--- src/dscp_prio_params.svh ---
// constants for the dscp priority classifier: offsets, field positions,
// reset values and timing counts
// assumes byte-wide registers at fixed byte offsets
`ifndef DSCP_PRIO_PARAMS_SVH
`define DSCP_PRIO_PARAMS_SVH

// table register offsets
`define DSCP_PRIO_CODES_0_TO_3 8'h60
`define DSCP_PRIO_CODES_4_TO_7 8'h61
`define DSCP_PRIO_CODES_8_TO_11 8'h62
`define DSCP_PRIO_CODES_12_TO_15 8'h63
`define DSCP_PRIO_CODES_28_TO_31 8'h67
`define DSCP_TBL_FIRST 8'h60
`define DSCP_TBL_LAST 8'h6F

// field layout
`define DSCP_CODE_MSB 7
`define DSCP_CODE_LSB 2
`define DSCP_CODE_W 6
`define DSCP_PRIO_W 2
`define DSCP_NUM_CODES 64
`define DSCP_TBL_BITS 128
`define DSCP_CODES_PER_REG 4
`define DSCP_NUM_REGS 16

// reset and idle values
`define DSCP_REG_RESET 8'h00
`define DSCP_PRIO_RESET 2'h0
`define DSCP_UNMAPPED_RDATA 8'h00

// timing in clock cycles
`define DSCP_LOOKUP_LATENCY 1

`endif

--- src/dscp_prio_pkg.sv ---
// types shared by the dscp priority classifier modules
// assumes dscp_prio_params.svh is on the include path
`include "dscp_prio_params.svh"

package dscp_prio_pkg;

    typedef logic [`DSCP_PRIO_W-1:0] prio_t;
    typedef logic [`DSCP_CODE_W-1:0] dscp_code_t;
    typedef logic [`DSCP_TBL_BITS-1:0] prio_table_t;
    typedef logic [7:0] reg_byte_t;

    typedef enum logic [1:0] {
        PRIO_LOWEST = 2'b00,
        PRIO_LOW = 2'b01,
        PRIO_HIGH = 2'b10,
        PRIO_HIGHEST = 2'b11
    } prio_level_t;

endpackage : dscp_prio_pkg

--- src/dscp_lookup_if.sv ---
// carrier between the register bank and the priority lookup stage
// assumes one clock domain shared by both ends
`timescale 1ns/10ps

interface dscp_lookup_if;
    logic tos_valid;
    dscp_prio_pkg::reg_byte_t tos_byte;
    dscp_prio_pkg::prio_table_t table_flat;
    logic prio_valid;
    dscp_prio_pkg::prio_t prio;
    dscp_prio_pkg::dscp_code_t code;

    modport bank (
        output tos_valid,
        output tos_byte,
        output table_flat,
        input prio_valid,
        input prio,
        input code
    );

    modport lookup (
        input tos_valid,
        input tos_byte,
        input table_flat,
        output prio_valid,
        output prio,
        output code
    );
endinterface : dscp_lookup_if

--- src/dscp_prio_lookup.sv ---
// one-stage priority lookup: code from the tos byte, entry from the table
// assumes the table is stable for the cycle in which a byte is taken
`timescale 1ns/10ps
`include "dscp_prio_params.svh"

module dscp_prio_lookup (
    // clock and reset
    input wire logic clk,
    input wire logic arst_n,
    // lookup carrier
    dscp_lookup_if.lookup lk
);

    dscp_prio_pkg::dscp_code_t code_d;
    dscp_prio_pkg::prio_t prio_d;

    // upper six bits of the byte select the entry
    assign code_d = lk.tos_byte[`DSCP_CODE_MSB:`DSCP_CODE_LSB];
    // full decode: every code has its own 2-bit pair
    assign prio_d = lk.table_flat[{code_d, 1'b0} +: `DSCP_PRIO_W];

    always_ff @(posedge clk or negedge arst_n) begin
        if (!arst_n) begin
            lk.prio <= `DSCP_PRIO_RESET;
            lk.code <= '0;
        end else if (lk.tos_valid) begin
            lk.prio <= prio_d;
            lk.code <= code_d;
        end
    end

    always_ff @(posedge clk or negedge arst_n) begin
        if (!arst_n) begin
            lk.prio_valid <= 1'b0;
        end else begin
            lk.prio_valid <= lk.tos_valid;
        end
    end

endmodule : dscp_prio_lookup

--- src/dscp_priority_classifier.sv ---
// dscp priority classifier: 16 byte-wide table registers holding 64
// two-bit priorities, and the lookup that turns a tos byte into a priority
// assumes the register port and parser strobes are synchronous to clk
//
// Overview of operation
// - code is bits 7:2 of the tos or traffic-class byte.
// - six-bit code fully decoded into 64 separate two-bit table entries.
// - frame gets the two-bit value of its selected entry.
// - offset 0x60 holds codes 0x00 to 0x03, code 0x00 in bits 1:0.
// - offset 0x61 holds codes 0x04 to 0x07, ascending from bits 1:0.
// - offset 0x62 holds codes 0x08 to 0x0B, ascending from bits 1:0.
// - offset 0x63 bits 7:6 hold code 0x0F.
// - every entry is read-write and resets to 00, lowest priority.
// - offset 0x63 bits 5:0 hold codes 0x0C to 0x0E from bits 1:0.
// - packing continues; offset 0x67 holds codes 0x1C to 0x1F.
`timescale 1ns/10ps
`include "dscp_prio_params.svh"

module dscp_priority_classifier #(
    parameter int NUM_REGS = `DSCP_NUM_REGS
) (
    // clock and reset
    input wire logic clk,
    input wire logic arst_n,
    // register access port
    input wire logic [7:0] reg_addr,
    input wire logic reg_wr,
    input wire logic [7:0] reg_wdata,
    input wire logic reg_rd,
    output logic [7:0] reg_rdata,
    output logic reg_rvalid,
    output logic reg_hit,
    // frame parser side
    input wire logic tos_valid,
    input wire logic [7:0] tos_byte,
    // queue selection side
    output logic prio_valid,
    output logic [1:0] prio,
    output logic [5:0] prio_code
);

    dscp_prio_pkg::reg_byte_t mem_q [NUM_REGS];
    dscp_prio_pkg::prio_table_t table_flat;
    dscp_prio_pkg::reg_byte_t rdata_q;
    dscp_prio_pkg::reg_byte_t rdata_d;
    logic rvalid_q;
    logic wr_hit;
    logic rd_hit;
    logic [3:0] wr_idx;
    logic [3:0] rd_idx;

    dscp_lookup_if lk ();

    // address inside the table window
    function automatic logic in_table(input logic [7:0] addr);
        in_table = (addr >= `DSCP_TBL_FIRST) && (addr <= `DSCP_TBL_LAST);
    endfunction : in_table

    // register index inside the table window
    function automatic logic [3:0] reg_index(input logic [7:0] addr);
        logic [7:0] diff;
        diff = addr - `DSCP_TBL_FIRST;
        reg_index = diff[3:0];
    endfunction : reg_index

    // entry for one code, taken from the flat table
    function automatic dscp_prio_pkg::prio_t entry_of(
        input dscp_prio_pkg::prio_table_t tbl,
        input dscp_prio_pkg::dscp_code_t c
    );
        entry_of = tbl[{c, 1'b0} +: `DSCP_PRIO_W];
    endfunction : entry_of

    assign wr_hit = reg_wr && in_table(reg_addr);
    assign rd_hit = reg_rd && in_table(reg_addr);
    assign wr_idx = reg_index(reg_addr);
    assign rd_idx = reg_index(reg_addr);
    assign reg_hit = in_table(reg_addr);

    // table storage; writes outside the window are ignored
    always_ff @(posedge clk or negedge arst_n) begin
        if (!arst_n) begin
            for (int i = 0; i < NUM_REGS; i++) begin
                mem_q[i] <= `DSCP_REG_RESET;
            end
        end else if (wr_hit) begin
            mem_q[wr_idx] <= reg_wdata;
        end
    end

    // register n carries codes 4n..4n+3, low code in the low pair
    always_comb begin
        table_flat = '0;
        for (int i = 0; i < NUM_REGS; i++) begin
            table_flat[i*8 +: 8] = mem_q[i];
        end
    end

    // read path: unmapped offsets answer with zero
    always_comb begin
        rdata_d = `DSCP_UNMAPPED_RDATA;
        if (rd_hit) begin
            rdata_d = mem_q[rd_idx];
        end else if (reg_rd) begin
            rdata_d = `DSCP_UNMAPPED_RDATA;
        end
    end

    always_ff @(posedge clk or negedge arst_n) begin
        if (!arst_n) begin
            rdata_q <= `DSCP_REG_RESET;
        end else if (reg_rd) begin
            rdata_q <= rdata_d;
        end
    end

    always_ff @(posedge clk or negedge arst_n) begin
        if (!arst_n) begin
            rvalid_q <= 1'b0;
        end else begin
            rvalid_q <= reg_rd;
        end
    end

    assign reg_rdata = rdata_q;
    assign reg_rvalid = rvalid_q;

    // a write in the same cycle as a lookup is seen by the next lookup only;
    // this keeps the lookup path free of the write data mux
    assign lk.tos_valid = tos_valid;
    assign lk.tos_byte = tos_byte;
    assign lk.table_flat = table_flat;

    dscp_prio_lookup dscp_prio_lookup_inst (
        .clk(clk),
        .arst_n(arst_n),
        .lk(lk.lookup)
    );

    assign prio_valid = lk.prio_valid;
    assign prio = lk.prio;
    assign prio_code = lk.code;
endmodule : dscp_priority_classifier

--- config.mk ---
export PLATFORM = sky130hd
export DESIGN_NAME = dscp_priority_classifier
export DESIGN_NICKNAME = d
export VERILOG_FILES = /design/src/dscp_prio_pkg.sv /design/src/dscp_lookup_if.sv /design/src/dscp_prio_lookup.sv /design/src/dscp_priority_classifier.sv
export VERILOG_INCLUDE_DIRS = /design/src
export SDC_FILE = /design/constraint.sdc
export NUM_CORES = 1
export LEC_CHECK = 0
export BUFFER_PORTS_ARGS = -buffer_cell sky130_fd_sc_hd__buf_2
export CAP_MARGIN = 15
export CORE_UTILIZATION = 45
export CTS_BUF_LIST = sky130_fd_sc_hd__clkbuf_16
export DETAILED_ROUTE_END_ITERATION = 7
export SLEW_MARGIN = 20
export SYNTH_ARGS = -nofsm -noshare
export SYNTH_HDL_FRONTEND = slang
export SYNTH_SLANG_ARGS = --single-unit
--- constraint.sdc ---
create_clock -name clk -period 3.23 [get_ports clk]
set_clock_uncertainty 0.1 [all_clocks]
set_input_delay 0.1615 -clock clk [delete_from_list [all_inputs] [get_ports clk]]
set_output_delay 0.1615 -clock clk [all_outputs]
set_load 0.03 [all_outputs]
**Word-level counts from Yosys, hierarchy flattened**

Cells that the tools add are included.

- Flip-flop bits (word level): 146
- Input port bits: 29
- Output and inout bits: 19
- Logic and storage cells: 39

- $add $sub $neg: 1
- Order comparisons: 4
- Shift-type cells: 1
- Mux-type cells: 7
- Bitwise operators: 1
- Reductions and logical operators: 4

Operator list:

| kind | count |
|---|---|
| 128-bit bitwise mux | 1 |
| 128-bit by 8-bit indexed part select with 2-bit output | 1 |
| 8-bit binary-select mux with 4-bit select | 1 |
| 8-bit demux with 4-bit select | 1 |
| 8-bit 2-to-1 mux | 4 |
| 8-bit by 7-bit >= comparator with 1-bit output (second input constant) | 1 |
| 8-bit by 7-bit less-or-equal comparator with 1-bit output (second input constant) | 1 |
| 5-bit >= comparator (second input constant) | 1 |
| 5-bit by 1-bit < comparator with 1-bit output (second input constant) | 1 |
| 4-bit NOT with 5-bit output | 1 |
| 1-bit logical AND | 4 |
| 4-bit by 1-bit subtractor with 4-bit output (second input constant) | 1 |

**Depth between registers and ports, before layout**

Gate-level depths: netlist of the first run.

- Word-level depth: 7
- Mapped depth: 7

**Cells and area by module**

Synthesis of the first run repeated with hierarchy kept, for this count alone.

- Cell total of the unflattened synthesis: 518
- Area total of the unflattened synthesis: 7,694.9 µm²

Modules (own cells, without submodules):

| module | instances | cells an instance | area each (µm²) | seq. area each (µm²) |
|---|---|---|---|---|
| dscp_priority_classifier | 1 | 394 | 6,267.3 | 3,428.3 |
| dscp_prio_lookup | 1 | 124 | 1,427.6 | 225.2 |

**Worst setup path before layout of the first run**

No wires, ideal clock.

- Path kind: input to register
- From: input reg_addr[4]
- To: register mem_q, in the netlist lk.table_flat[100]
- Setup time: 125 ps
- Arrival: 1,586 ps
- Setup slack: 1,419 ps
- Cell stages on the path: 5
- Path buffers: 1
- Cells stage by stage: and4bb_2 buf_4 nand4_2 nor3_4 mux2_2

- Cells in the longest elaborated chain, start to end: 3
- Elaborated cells between the ends (all ways): 4
- Those cells by class: order compare: 2; reduce/logical: 2

RTL lines:

| element | RTL line | RTL |
|---|---|---|
| start: declaration | dscp_priority_classifier.sv:26 | `input wire logic [7:0] reg_addr,` |
| 8-bit by 7-bit >= comparator with 1-bit output (no source line) / 8-bit by 7-bit less-or-equal comparator with 1-bit output (equally long branches) | n/a |  |
| 1-bit logical AND * | n/a |  |
| named net reg_hit | dscp_priority_classifier.sv:32 | `output logic reg_hit,` |
| 1-bit logical AND * | dscp_priority_classifier.sv:74 | `assign wr_hit = reg_wr && in_table(reg_addr);` |
| end signal: indexed assignment | dscp_priority_classifier.sv:84 | `` mem_q[i] <= `DSCP_REG_RESET; `` |
| end signal: indexed assignment | dscp_priority_classifier.sv:87 | `mem_q[wr_idx] <= reg_wdata;` |
| end: declaration | dscp_priority_classifier.sv:42 | `dscp_prio_pkg::reg_byte_t mem_q [NUM_REGS];` |

Mark *: on every way through the listed nets, which the timed path passes. The rest lies on a longest branch.
A chain may end at the register's enable or synchronous reset.

**Worst setup path after layout of the first run**

- From: input reg_addr[1]
- To: register mem_q, in the netlist lk.table_flat[14]

- Cells in the longest elaborated chain, start to end: 7
- Elaborated cells between the ends (all ways): 12
- Those cells by class: add/sub: 1; order compare: 4; mux: 3; bitwise: 1; reduce/logical: 3

RTL lines:

| element | RTL line |
|---|---|
| 4-bit by 1-bit subtractor with 4-bit output (no source line) | n/a |
| 4-bit NOT with 5-bit output (not written as such) | dscp_priority_classifier.sv:87 |
| 5-bit >= comparator (not written as such) / 5-bit by 1-bit < comparator with 1-bit output (equally long branches) | dscp_priority_classifier.sv:87 |
| 1-bit logical AND (not written as such) | dscp_priority_classifier.sv:87 |
| 8-bit 2-to-1 mux (not written as such) | dscp_priority_classifier.sv:87 |
| 8-bit demux with 4-bit select | dscp_priority_classifier.sv:87 |
| 128-bit bitwise mux | dscp_priority_classifier.sv:87 |

Several ways; a longest one is shown, not always the timed one.

==> results of run 1 <==
## worst reg2reg max path: cells and delay by family, from the launching register on
| kind | cells | cell delay, ps |
|---|---|---|
| AOI/OAI and AO/OA | 1 | 70 |
| DFF | 1 | 410 |
| muxes | 2 | 1080 |
| and+or+nand+nor | 1 | 100 |
## worst max-delay path by stage
stage               depth (start not counted)        start                  to  slack, ps
global route                                4  reg_addr[1]   lk.table_flat[59]       1170
detailed placement                          5  reg_addr[0]        reg_rdata[2]        540
CTS                                         5  reg_addr[0]        reg_rdata[2]        990
finish                                      4  reg_addr[1]   lk.table_flat[14]       1260
floorplan                                   5  reg_addr[4]  lk.table_flat[100]       1420
global placement                            5  reg_addr[0]        reg_rdata[1]        560
## flip-flops by register name, summed over array words and instances (netlist names)
signal and cells:
dscp_prio_lookup_inst.lk.code 6, dscp_prio_lookup_inst.lk.prio 2, dscp_prio_lookup_inst.lk.prio_valid 1, lk.table_flat 128
reg_rdata 8, reg_rvalid 1
## power by group through the flow
stage                     sequential (mW)  clock (mW)  combinational, mW
after floorplan                      2.02           0              0.285
after global placement               2.01           0              0.455
after detailed placement             2.02           0              0.463
after CTS                            1.99        2.04              0.470
after global routing                 2.00        2.11              0.501
final                                1.99        2.01              0.467
## placed cells by master (no fill, tap or decap), types with 3 or more instances in the layout
cell	synthesis	routed
sky130_fd_sc_hd__nor3_2	3	3
sky130_fd_sc_hd__clkbuf_16	0	17
sky130_fd_sc_hd__mux2i_1	6	6
sky130_fd_sc_hd__nor3_1	4	4
sky130_fd_sc_hd__mux4_1	19	19
sky130_fd_sc_hd__nand2_1	10	10
sky130_fd_sc_hd__nor2b_1	10	10
sky130_fd_sc_hd__dlygate4sd3_1	0	5
sky130_fd_sc_hd__a211oi_1	4	4
sky130_fd_sc_hd__clkinv_1	0	5
sky130_fd_sc_hd__buf_2	11	43
sky130_fd_sc_hd__nor2_2	9	9
sky130_fd_sc_hd__o22ai_1	4	4
sky130_fd_sc_hd__o21ai_0	3	3
sky130_fd_sc_hd__mux2_1	4	4
sky130_fd_sc_hd__nand3_1	11	11
sky130_fd_sc_hd__a2111oi_0	4	4
sky130_fd_sc_hd__inv_1	10	10
sky130_fd_sc_hd__bufinv_16	0	4
sky130_fd_sc_hd__buf_4	3	7
sky130_fd_sc_hd__o21ai_1	8	8
sky130_fd_sc_hd__clkinv_2	0	3
sky130_fd_sc_hd__nand2b_1	7	7
sky130_fd_sc_hd__mux4_2	45	45
sky130_fd_sc_hd__mux2_2	139	139
sky130_fd_sc_hd__dfrtp_1	146	146
## per-stage QoR
step | power (mW) | setup WS (ps)
final | 4.46 | 1260
after global routing | 4.61 | 1170
after CTS | 4.50 | 991
after detailed placement | 2.48 | 538
after global placement | 2.47 | 558
after floorplan | 2.30 | 1420
## routing by layer
| layer | global-route usage, % | wire length (um) | up-vias | part of all wire (%) |
|---|---|---|---|---|
| met5 | 0 | 0 | - | 0 |
| met4 | 8.17 | 290 | 0 | 1.5 |
| met3 | 6.82 | 1430 | 25 | 7.2 |
| met2 | 36.7 | 9220 | 176 | 47 |
| met1 | 33.8 | 8840 | 2511 | 45 |
| li1 | - | - | 2045 | - |
## cell families (layout without fill, tap and decap cells)
group	Yosys count	count (layout)	share of synthesized area [%]
AO/OA/AOI/OAI	35	35	3.12
buffers and inverters	45	99	3.05
flip-flops	146	146	47.4
multiplexers	213	213	41.3
AND/OR/NAND/NOR	63	63	5.16
## timing repair
action	in CTS	in global routing
gates resized for setup	0	0
hold endpoints to repair	55	0
hold buffers	5	0
## area by class of cell
cell class,count,area share [%]
well taps,220,3.15
clock inverters,14,1.94
flip-flops and latches,146,41.7
repair buffers,58,4.22
clock buffers,17,4.86
multi-input cells,311,43.7
inverters,10,0.429
==> out/metrics.yaml, run 1 <==
logic_synthesis:
  biggest_area_consumer_among_synthesized_cells: "sky130_fd_sc_hd__dfrtp_1"
  synth-main-ff-cell: "sky130_fd_sc_hd__dfrtp_1"
  synth.ff_latch_count: 146
  postSynthAreaPerCell_sq_um: 15.4
  postSynthNetCount: 531
  netlist_area_sq_um: 7710
  synth_edf_count: 0
  yosysWarnings: 0
  synthDominantCellAreaShare_pct: 47.4
  synth_area_leaders: "sky130_fd_sc_hd__dfrtp_1 47%, sky130_fd_sc_hd__mux2_2 20%, sky130_fd_sc_hd__mux4_2 13%"
  synth.yosys.seq_area_share_pct: 47.4
  synthMostInstantiatedCell: "sky130_fd_sc_hd__dfrtp_1"
  synthArstFlopShare_pct: 100
  synth_commonest_cells: "146 x sky130_fd_sc_hd__dfrtp_1, 139 x sky130_fd_sc_hd__mux2_2, 45 x sky130_fd_sc_hd__mux4_2"
  synth_cell_type_count: 39
  synthesis.instances: 502
power_and_ir_drop:
  power.switching_mw: 1.06
  lkg_pwr_nw: 4.09
  vdd_drop_max_uv: 354
  share_of_total_power_in_the_clock_network_pct: 45.0
  combinationalPowerShare_pct: 10.5
  cellPowerDensity_nw_per_um2: 510
  share_seq_of_total_power_pct: 44.5
  netSwitchingFraction_pct: 23.7
  intPower_mw: 3.40
cells_and_area:
  diodes_inserted: 0
  final_util_pct: 52.6
  final-seq-area_sq_um: 3650
  final-instance-count-excl-fill: 776
  syn2layout_area_growth_pct: 13.5
  fin_area_sq_um: 8750
  multi_input_comb_area_sq_um: 3820
  layout-drive-gt1-share_pct: 50.4
  nFillCells: 1392
  final_net_count: 573
global_routing:
  initial_antenna_violation_count: 0
  largest_net_degree_at_the_start_of_global_routing: 65
  grt_first_pass_wirelength_mm: 31.0
  via_count_of_the_first_global_routing_pass: 5071
  grt_remaining_overflow: 0
  gr-usage-all-layers_pct: 24.3
floorplan:
  placementRows: 47
  start_util_pct: 46.3
  die_width_um: 133
  chipHeight_um: 133
  top_level_ports: 48
  core_area_sq_um: 16600
  die_footprint_sq_um: 17700
worst_setup_path:
  critPathMostFrequentCell: "sky130_fd_sc_hd__nand2b_1"
  worst-r2r-setup-slack_ps: 1340
  critical_path.cell_chain: "buf_2, nand2b_1, nand2b_1, mux2_2"
  r2r_cells: 4
  critPathSlowestCell: "sky130_fd_sc_hd__buf_2"
  critical-path-top-delay-family: "simple AND/OR/NAND/NOR gates"
  cp_max_fo: 40
  cp-start-kind: "primary input"
  worst_path_required_ps: 3430
  regToRegEndpoint: "reg_rdata[1]"
  timing_worst_setup_path_type: "primary input to flip-flop"
  crit_path_buffers_inverters: 1
  worst_r2r_startpoint: "lk.table_flat[105]"
  critical_path.max_stage_delay_ps: 750
  crit_path_end_kind: "flip-flop"
  arrival_time_of_data_at_the_critical_path_endpoint_ps: 2180
timing:
  final.period_utilization_pct: 61.1
  setup_tns_ps: 0
  fin_crit_ps: 1970
  setup-violations-final: 0
  finalHoldViolations: 0
  slew_headroom_pct: 31.3
  clock.fmax_ghz: 0.506
  hold_slack_ps: 154
  rsz0062_at_grt: "false"
  timing_worst_slew_pin_value_ps: 1030
  pins_over_slew_limit: 0
placed_design:
  gp_routability_congestion: 0.857
  input_output_buffers: 45
  placed_area_sq_um: 8100
  dpl.cell_count: 740
  post-dp-hpwl_mm: 13.4
drt:
  postRouteAntennaNets: 0
  firstDrtPassIters: 5
  detailedRoute.firstIterationViolations: 311
  wl_per_cell_um: 25.5
  detail_route.drc_violations: 0
  detailed_route_vias_per_instance: 6.13
  routed-via-count: 4757
  finalWirelength_mm: 19.8
flow_run:
  reported_max_cap_violation_count: 0
min_path:
  min-delay-path-class: "primary input to flip-flop"
  holdPathEnd: "lk.table_flat[33]"
  hold_path.startpoint: "reg_wdata[1]"
  hold_depth: 2
clock_tree:
  h-tree-depth: 4
  cts_root_buffer: "sky130_fd_sc_hd__clkbuf_16"
  post-cts-setup-buffer-count: 0
  tritoncts.num_buffers: 17
  clock_sink_count: 146
  ctsLongestPathBuffers: 2
  tritoncts: "built"
  clkLatencyLatePin_ps: 420
  clkSlewWorstSetupHoldPaths_ps: 60
run_status:
  status: "completed"
No activity file was read; power rests on OpenSTA's default activity.
==> inputs of run 2 (changes only) <==
clock period = 1.96 ns   (was 3.23 ns; I/O delays follow)
==> out/metrics.yaml, run 2 (synthesized netlist as in run 1, its figures left out) <==
floorplan:
  start_util_pct: 46.3  # unchanged
  die_width_um: 133  # unchanged
  die_footprint_sq_um: 17700  # unchanged
  chipHeight_um: 133  # unchanged
  core_area_sq_um: 16600  # unchanged
  top_level_ports: 48  # unchanged
  placementRows: 47  # unchanged
timing:
  hold_slack_ps: 94.2  # -59.5 ps
  pins_over_slew_limit: 0  # unchanged
  final.period_utilization_pct: 98.1
  setup_slack_ps: 37.0  # -1220 ps
  timing_worst_slew_pin_value_ps: 549  # -482 ps
  rsz0062_at_grt: "true"
  fin_crit_ps: 1920
  finalHoldViolations: 0  # unchanged
  setup-violations-final: 0  # unchanged
  clock.fmax_ghz: 0.520
  slew_headroom_pct: 63.4  # +32 points
placed_design:
  post-dp-hpwl_mm: 14.3  # +6.3%
  gp_routability_congestion: 0.870  # +1.5%
  placed_area_sq_um: 8460  # +4.4%
  input_output_buffers: 45  # unchanged
  dpl.cell_count: 776  # +4.9%
  pre_cts_ws_ps: -22.5  # -561 ps
clock_tree:
  clkSlewWorstSetupHoldPaths_ps: 60  # about the same
  tritoncts: "built"
  h-tree-depth: 4  # unchanged
  tritoncts.num_buffers: 17  # unchanged
  clock_sink_count: 146  # unchanged
  cts_root_buffer: "sky130_fd_sc_hd__clkbuf_16"
  clkLatencyLatePin_ps: 430  # about the same
  ctsLongestPathBuffers: 2  # unchanged
worst_setup_path:
  worst-r2r-setup-slack_ps: 40  # -1300 ps
  r2r_cells: 5  # +1
  cp_max_fo: 2  # -95%
  worst_r2r_startpoint: "lk.table_flat[121]"
  cp-start-kind: "flip-flop"
  timing_worst_setup_path_type: "flip-flop to flip-flop"
  arrival_time_of_data_at_the_critical_path_endpoint_ps: 2130  # -50 ps
  worst_path_required_ps: 2160  # -1270 ps
  regToRegEndpoint: "reg_rdata[1]"
  crit_path_end_kind: "flip-flop"
global_routing:
  via_count_of_the_first_global_routing_pass: 5211  # +2.8%
  largest_net_degree_at_the_start_of_global_routing: 58  # -11%
  initial_antenna_violation_count: 1  # +1
  grt_remaining_overflow: 0  # unchanged
  grt_first_pass_wirelength_mm: 32.0  # +3.2%
  gr-usage-all-layers_pct: 24.8  # +0.50 points
power_and_ir_drop:
  vdd_drop_max_uv: 564  # +59%
  lkg_pwr_nw: 4.29  # +4.9%
  cellPowerDensity_nw_per_um2: 797  # +56%
drt:
  detailed_route_vias_per_instance: 6.11  # -0.26%
  firstDrtPassIters: 5  # unchanged
  postRouteAntennaNets: 0  # unchanged
  wl_per_cell_um: 24.9  # -2.3%
  finalWirelength_mm: 20.3  # +2.4%
  detailedRoute.firstIterationViolations: 414  # +33%
  routed-via-count: 4977  # +4.6%
  detail_route.drc_violations: 0  # unchanged
run_status:
  status: "completed"
cells_and_area:
  diodes_inserted: 0  # unchanged
  nFillCells: 1353  # -2.8%
  final-instance-count-excl-fill: 814  # +4.9%
  final_net_count: 610  # +6.5%
  number_of_flip_flops_in_the_largest_register: 128  # unchanged
  layout-drive-gt1-share_pct: 54.4  # +4.0 points
  multi_input_comb_area_sq_um: 3830  # +0.36%
  layout.cells.most_common_list: "146 x sky130_fd_sc_hd__dfrtp_1, 139 x sky130_fd_sc_hd__mux2_2, 45 x sky130_fd_sc_hd__mux4_2"
  fin_area_sq_um: 9100  # +4.0%
  final-seq-area_sq_um: 3650  # unchanged
  syn2layout_area_growth_pct: 18.1
  layout.cells.most_common: "sky130_fd_sc_hd__dfrtp_1"
min_path:
  min-delay-path-class: "primary input to flip-flop"
  holdPathEnd: "lk.table_flat[35]"
  hold_path.startpoint: "reg_wdata[3]"
  hold_depth: 2  # unchanged
flow_run:
  reported_max_cap_violation_count: 0  # unchanged
## run 2: metal layers
metal | vias up | wire length, um | global-route usage (%)
met2 | 179 | 9310 | 37.4
met5 | - | 0 | 0
met4 | 0 | 461 | 9.58
met3 | 34 | 1060 | 4.94
met1 | 2640 | 9430 | 35.4
li1 | 2124 | - | -
## run 2: stage by stage
step / util, % / setup TNS, ps / total power [mW]
global placement: 50.8 / 0 / 4.12
global route: 54.7 / -16.4 / 7.51
floorplan: - / 0 / 3.79
finish: 54.7 / 0 / 7.26
CTS: 54.6 / 0 / 7.30
detailed placement: 50.8 / -22.5 / 4.15
## run 2: timing repair
| item | 4_1_cts | 5_1_grt |
|---|---|---|
| pin swaps | 0 | 1 |
| hold buffers | 5 | 0 |
| resized for setup | 1 | 3 |
| endpoints found under the setup margin | 1 | 2 |
| endpoints found under the hold margin | 113 | 0 |
| setup buffers | 0 | 1 |
## run 2: layout make-up
class                      count  share of cell area, %
multi-input combinational    311                   42.1
tap                          220                   3.02
timing repair buffer          95                   8.04
inverter                      10                  0.412
clock inverter                15                   1.61
clock buffer                  17                   4.67
sequential                   146                   40.1
## run 2: worst max-delay path by stage
stage	endpoint	from	cells after the start
detailed placement	dscp_prio_lookup_inst.lk.prio[1]	lk.table_flat[65]	7
finish	reg_rdata[1]	lk.table_flat[121]	5
global route	dscp_prio_lookup_inst.lk.prio[1]	lk.table_flat[125]	5
CTS	dscp_prio_lookup_inst.lk.prio[1]	lk.table_flat[121]	5
floorplan	lk.table_flat[100]	reg_addr[4]	5
global placement	reg_rdata[3]	reg_addr[0]	6
## run 2: power by group
part / total [mW] / internal [mW] / switching (mW)
Sequential: 3.29 / 3.16 / 0.124
Combinational: 0.829 / 0.402 / 0.427
Clock: 3.14 / 1.86 / 1.28
## run 2: worst max-delay path, stage by stage (launching register included)
cell and delay [ps]:
sky130_fd_sc_hd__dfrtp_1 380, sky130_fd_sc_hd__buf_4 150, sky130_fd_sc_hd__mux4_1 510, sky130_fd_sc_hd__mux4_2 490, sky130_fd_sc_hd__nand3_1 100, sky130_fd_sc_hd__o21ai_1 60
==> inputs of run 3 (changes only) <==
CORE_UTILIZATION = 35   (was 45)
SKIP_LAST_GASP = 1   (was default)
==> out/metrics.yaml, run 3 (synthesized netlist as in run 1, its figures left out) <==
worst_setup_path:
  cp-start-kind: "flip-flop"
  crit_path_buffers_inverters: 1  # unchanged
  r2r_cells: 6  # +1
  cp_max_fo: 3  # +1
  timing_worst_setup_path_type: "flip-flop to flip-flop"
  regToRegEndpoint: "dscp_prio_lookup_inst.lk.prio[1]"
  worst-r2r-setup-slack_ps: -40  # -80 ps
  critical_path.cell_chain: "mux4_2, mux2i_4, buf_4, a21oi_1, a32oi_1, o221ai_1"
  critPathSlowestCell: "sky130_fd_sc_hd__mux4_2"
  crit_path_end_kind: "flip-flop"
  critical_path.endpoint: "dscp_prio_lookup_inst.lk.prio[1]"
  critical_path.max_stage_delay_ps: 530  # +20 ps
  startpoint: "lk.table_flat[119]"
  arrival_time_of_data_at_the_critical_path_endpoint_ps: 2170  # +40 ps
  levels_on_crit_path: 6  # +1
  critical-path-top-delay-family: "multiplexers"
  worst_r2r_startpoint: "lk.table_flat[119]"
  worst_path_required_ps: 2130  # -30 ps
drt:
  detailedRoute.firstIterationViolations: 337  # -19%
  detailed_route_vias_per_instance: 5.67  # -7.3%
  detail_route.drc_violations: 0  # unchanged
  firstDrtPassIters: 5  # unchanged
  wl_per_cell_um: 23.3  # -6.5%
  postRouteAntennaNets: 0  # unchanged
  routed-via-count: 4955  # -0.44%
  finalWirelength_mm: 20.3  # +0.39%
global_routing:
  gr-usage-met1_pct: 27.0  # -8.4 points
  initial_antenna_violation_count: 1  # unchanged
  grt_remaining_overflow: 0  # unchanged
  grt_first_pass_wirelength_mm: 32.3  # +0.71%
  grt-busiest-layer: "met2"
  largest_net_degree_at_the_start_of_global_routing: 52  # -10%
  via_count_of_the_first_global_routing_pass: 5220  # +0.17%
  global_route.usage.met2_pct: 30.9  # -6.6 points
  gr-usage-all-layers_pct: 19.7  # -5.1 points
  gr-usage-met3_pct: 4.91  # -0.033 points
placed_design:
  post-dp-hpwl_mm: 14.6  # +2.2%
  placed_area_sq_um: 8570  # +1.3%
  input_output_buffers: 45  # unchanged
  dpl.cell_count: 836  # +7.7%
  pre_cts_ws_ps: -140  # -117 ps
  gp_routability_congestion: 0.864  # -0.64%
floorplan:
  die_footprint_sq_um: 22600  # +28%
  placementRows: 53  # +13%
  start_util_pct: 36.2  # -10 points
  core_area_sq_um: 21300  # +28%
  chipHeight_um: 150  # +13%
  die_width_um: 150  # +13%
  top_level_ports: 48  # unchanged
clock_tree:
  cts_root_buffer: "sky130_fd_sc_hd__clkbuf_16"
  tritoncts: "built"
  clkLatencyLatePin_ps: 420  # about the same
  clkSlewWorstSetupHoldPaths_ps: 60  # about the same
  h-tree-depth: 4  # unchanged
  ctsLongestPathBuffers: 2  # unchanged
  clock_sink_count: 146  # unchanged
  tritoncts.num_buffers: 17  # unchanged
timing:
  rsz0062_at_grt: "true"
  setup_slack_ps: -38.6  # -75.7 ps
  clock.fmax_ghz: 0.500  # -3.8%
  slew_headroom_pct: 58.7  # -4.7 points
  fin_crit_ps: 2000  # +75.7 ps
  timing_worst_slew_pin_value_ps: 619  # +70.5 ps
  finalHoldViolations: 0  # unchanged
  setup-violations-final: 1  # +1
  pins_over_slew_limit: 0  # unchanged
  final.period_utilization_pct: 102  # +3.9 points
cells_and_area:
  layout.cells.most_common: "sky130_fd_sc_hd__dfrtp_1"
  layout.cells.most_common_list: "146 x sky130_fd_sc_hd__dfrtp_1, 139 x sky130_fd_sc_hd__mux2_2, 45 x sky130_fd_sc_hd__mux4_2"
  number_of_flip_flops_in_the_largest_register: 128  # unchanged
  diodes_inserted: 0  # unchanged
  layout-drive-gt1-share_pct: 53.9  # -0.45 points
  nFillCells: 1861  # +38%
  syn2layout_area_growth_pct: 20.2
  final_net_count: 615  # +0.82%
  fin_area_sq_um: 9260  # +1.7%
  final-instance-count-excl-fill: 874  # +7.4%
power_and_ir_drop:
  vdd_drop_max_uv: 520  # -7.7%
  lkg_pwr_nw: 4.35  # +1.3%
  cellPowerDensity_nw_per_um2: 816  # +2.3%
run_status:
  failing_checks: "setup timing"
  status: "complete, but fails checks"
min_path:
  min-delay-path-class: "primary input to flip-flop"
flow_run:
  reported_max_cap_violation_count: 0  # unchanged
## run 3: routing by layer
layer	vias to the layer above	share of wire (%)	wire length [um]
met5	-	0.079	16
met4	2	1.7	354
met3	26	5.8	1190
met2	182	48	9680
met1	2617	45	9100
li1	2128	-	-
## run 3: worst min path at each step
stage               cells past startpoint                          endpoint         start
finish                                  2                 lk.table_flat[35]  reg_wdata[3]
global route                            2                 lk.table_flat[35]  reg_wdata[3]
CTS                                     2                 lk.table_flat[35]  reg_wdata[3]
detailed placement                      1                      reg_rdata[7]        arst_n
global placement                        1                      reg_rdata[3]        arst_n
floorplan                               0  dscp_prio_lookup_inst.lk.code[0]        arst_n
## run 3: cell type report
| type | count | area [sq um] | area share [%] |
|---|---|---|---|
| clock buffer | 17 | 425 | 4.59 |
| clock inverter | 15 | 199 | 2.15 |
| inverter | 10 | 37.5 | 0.405 |
| multi-input combinational | 311 | 3830 | 41.4 |
| sequential | 146 | 3650 | 39.4 |
| tap | 275 | 344 | 3.71 |
| timing repair buffer | 100 | 769 | 8.31 |
## run 3: through the flow
stage / power, mW / util [%] / hold WS, ps / TNS [ps]
detailed placement: 4.16 / 40.3 / -23.0 / -324
global placement: 4.13 / 40.3 / -30.1 / -99.8
finish: 7.56 / 43.5 / 77.1 / -38.6
global route: 7.83 / 43.5 / 74.8 / -83.8
floorplan: 3.79 / - / -298 / 0
CTS: 7.61 / 43.5 / 52.1 / 0
## run 3: report_power, final
part | switching, mW | internal, mW | total, mW | leakage, nW
sequential | 0.114 | 3.16 | 3.28 | 2.00
combinational | 0.436 | 0.407 | 0.843 | 2.04
clock | 1.21 | 2.23 | 3.44 | 0.313
total | 1.76 | 5.79 | 7.56 | 4.35
## run 3: repair_timing
| item | in CTS | in global routing |
|---|---|---|
| buffers inserted | 0 | 1 |
| gates cloned | 0 | 0 |
| endpoints found under the setup margin | 1 | 2 |
| gates resized for setup | 2 | 1 |
| hold buffers | 5 | 0 |
| hold endpoints to repair | 160 | 0 |
| pin swaps | 0 | 1 |
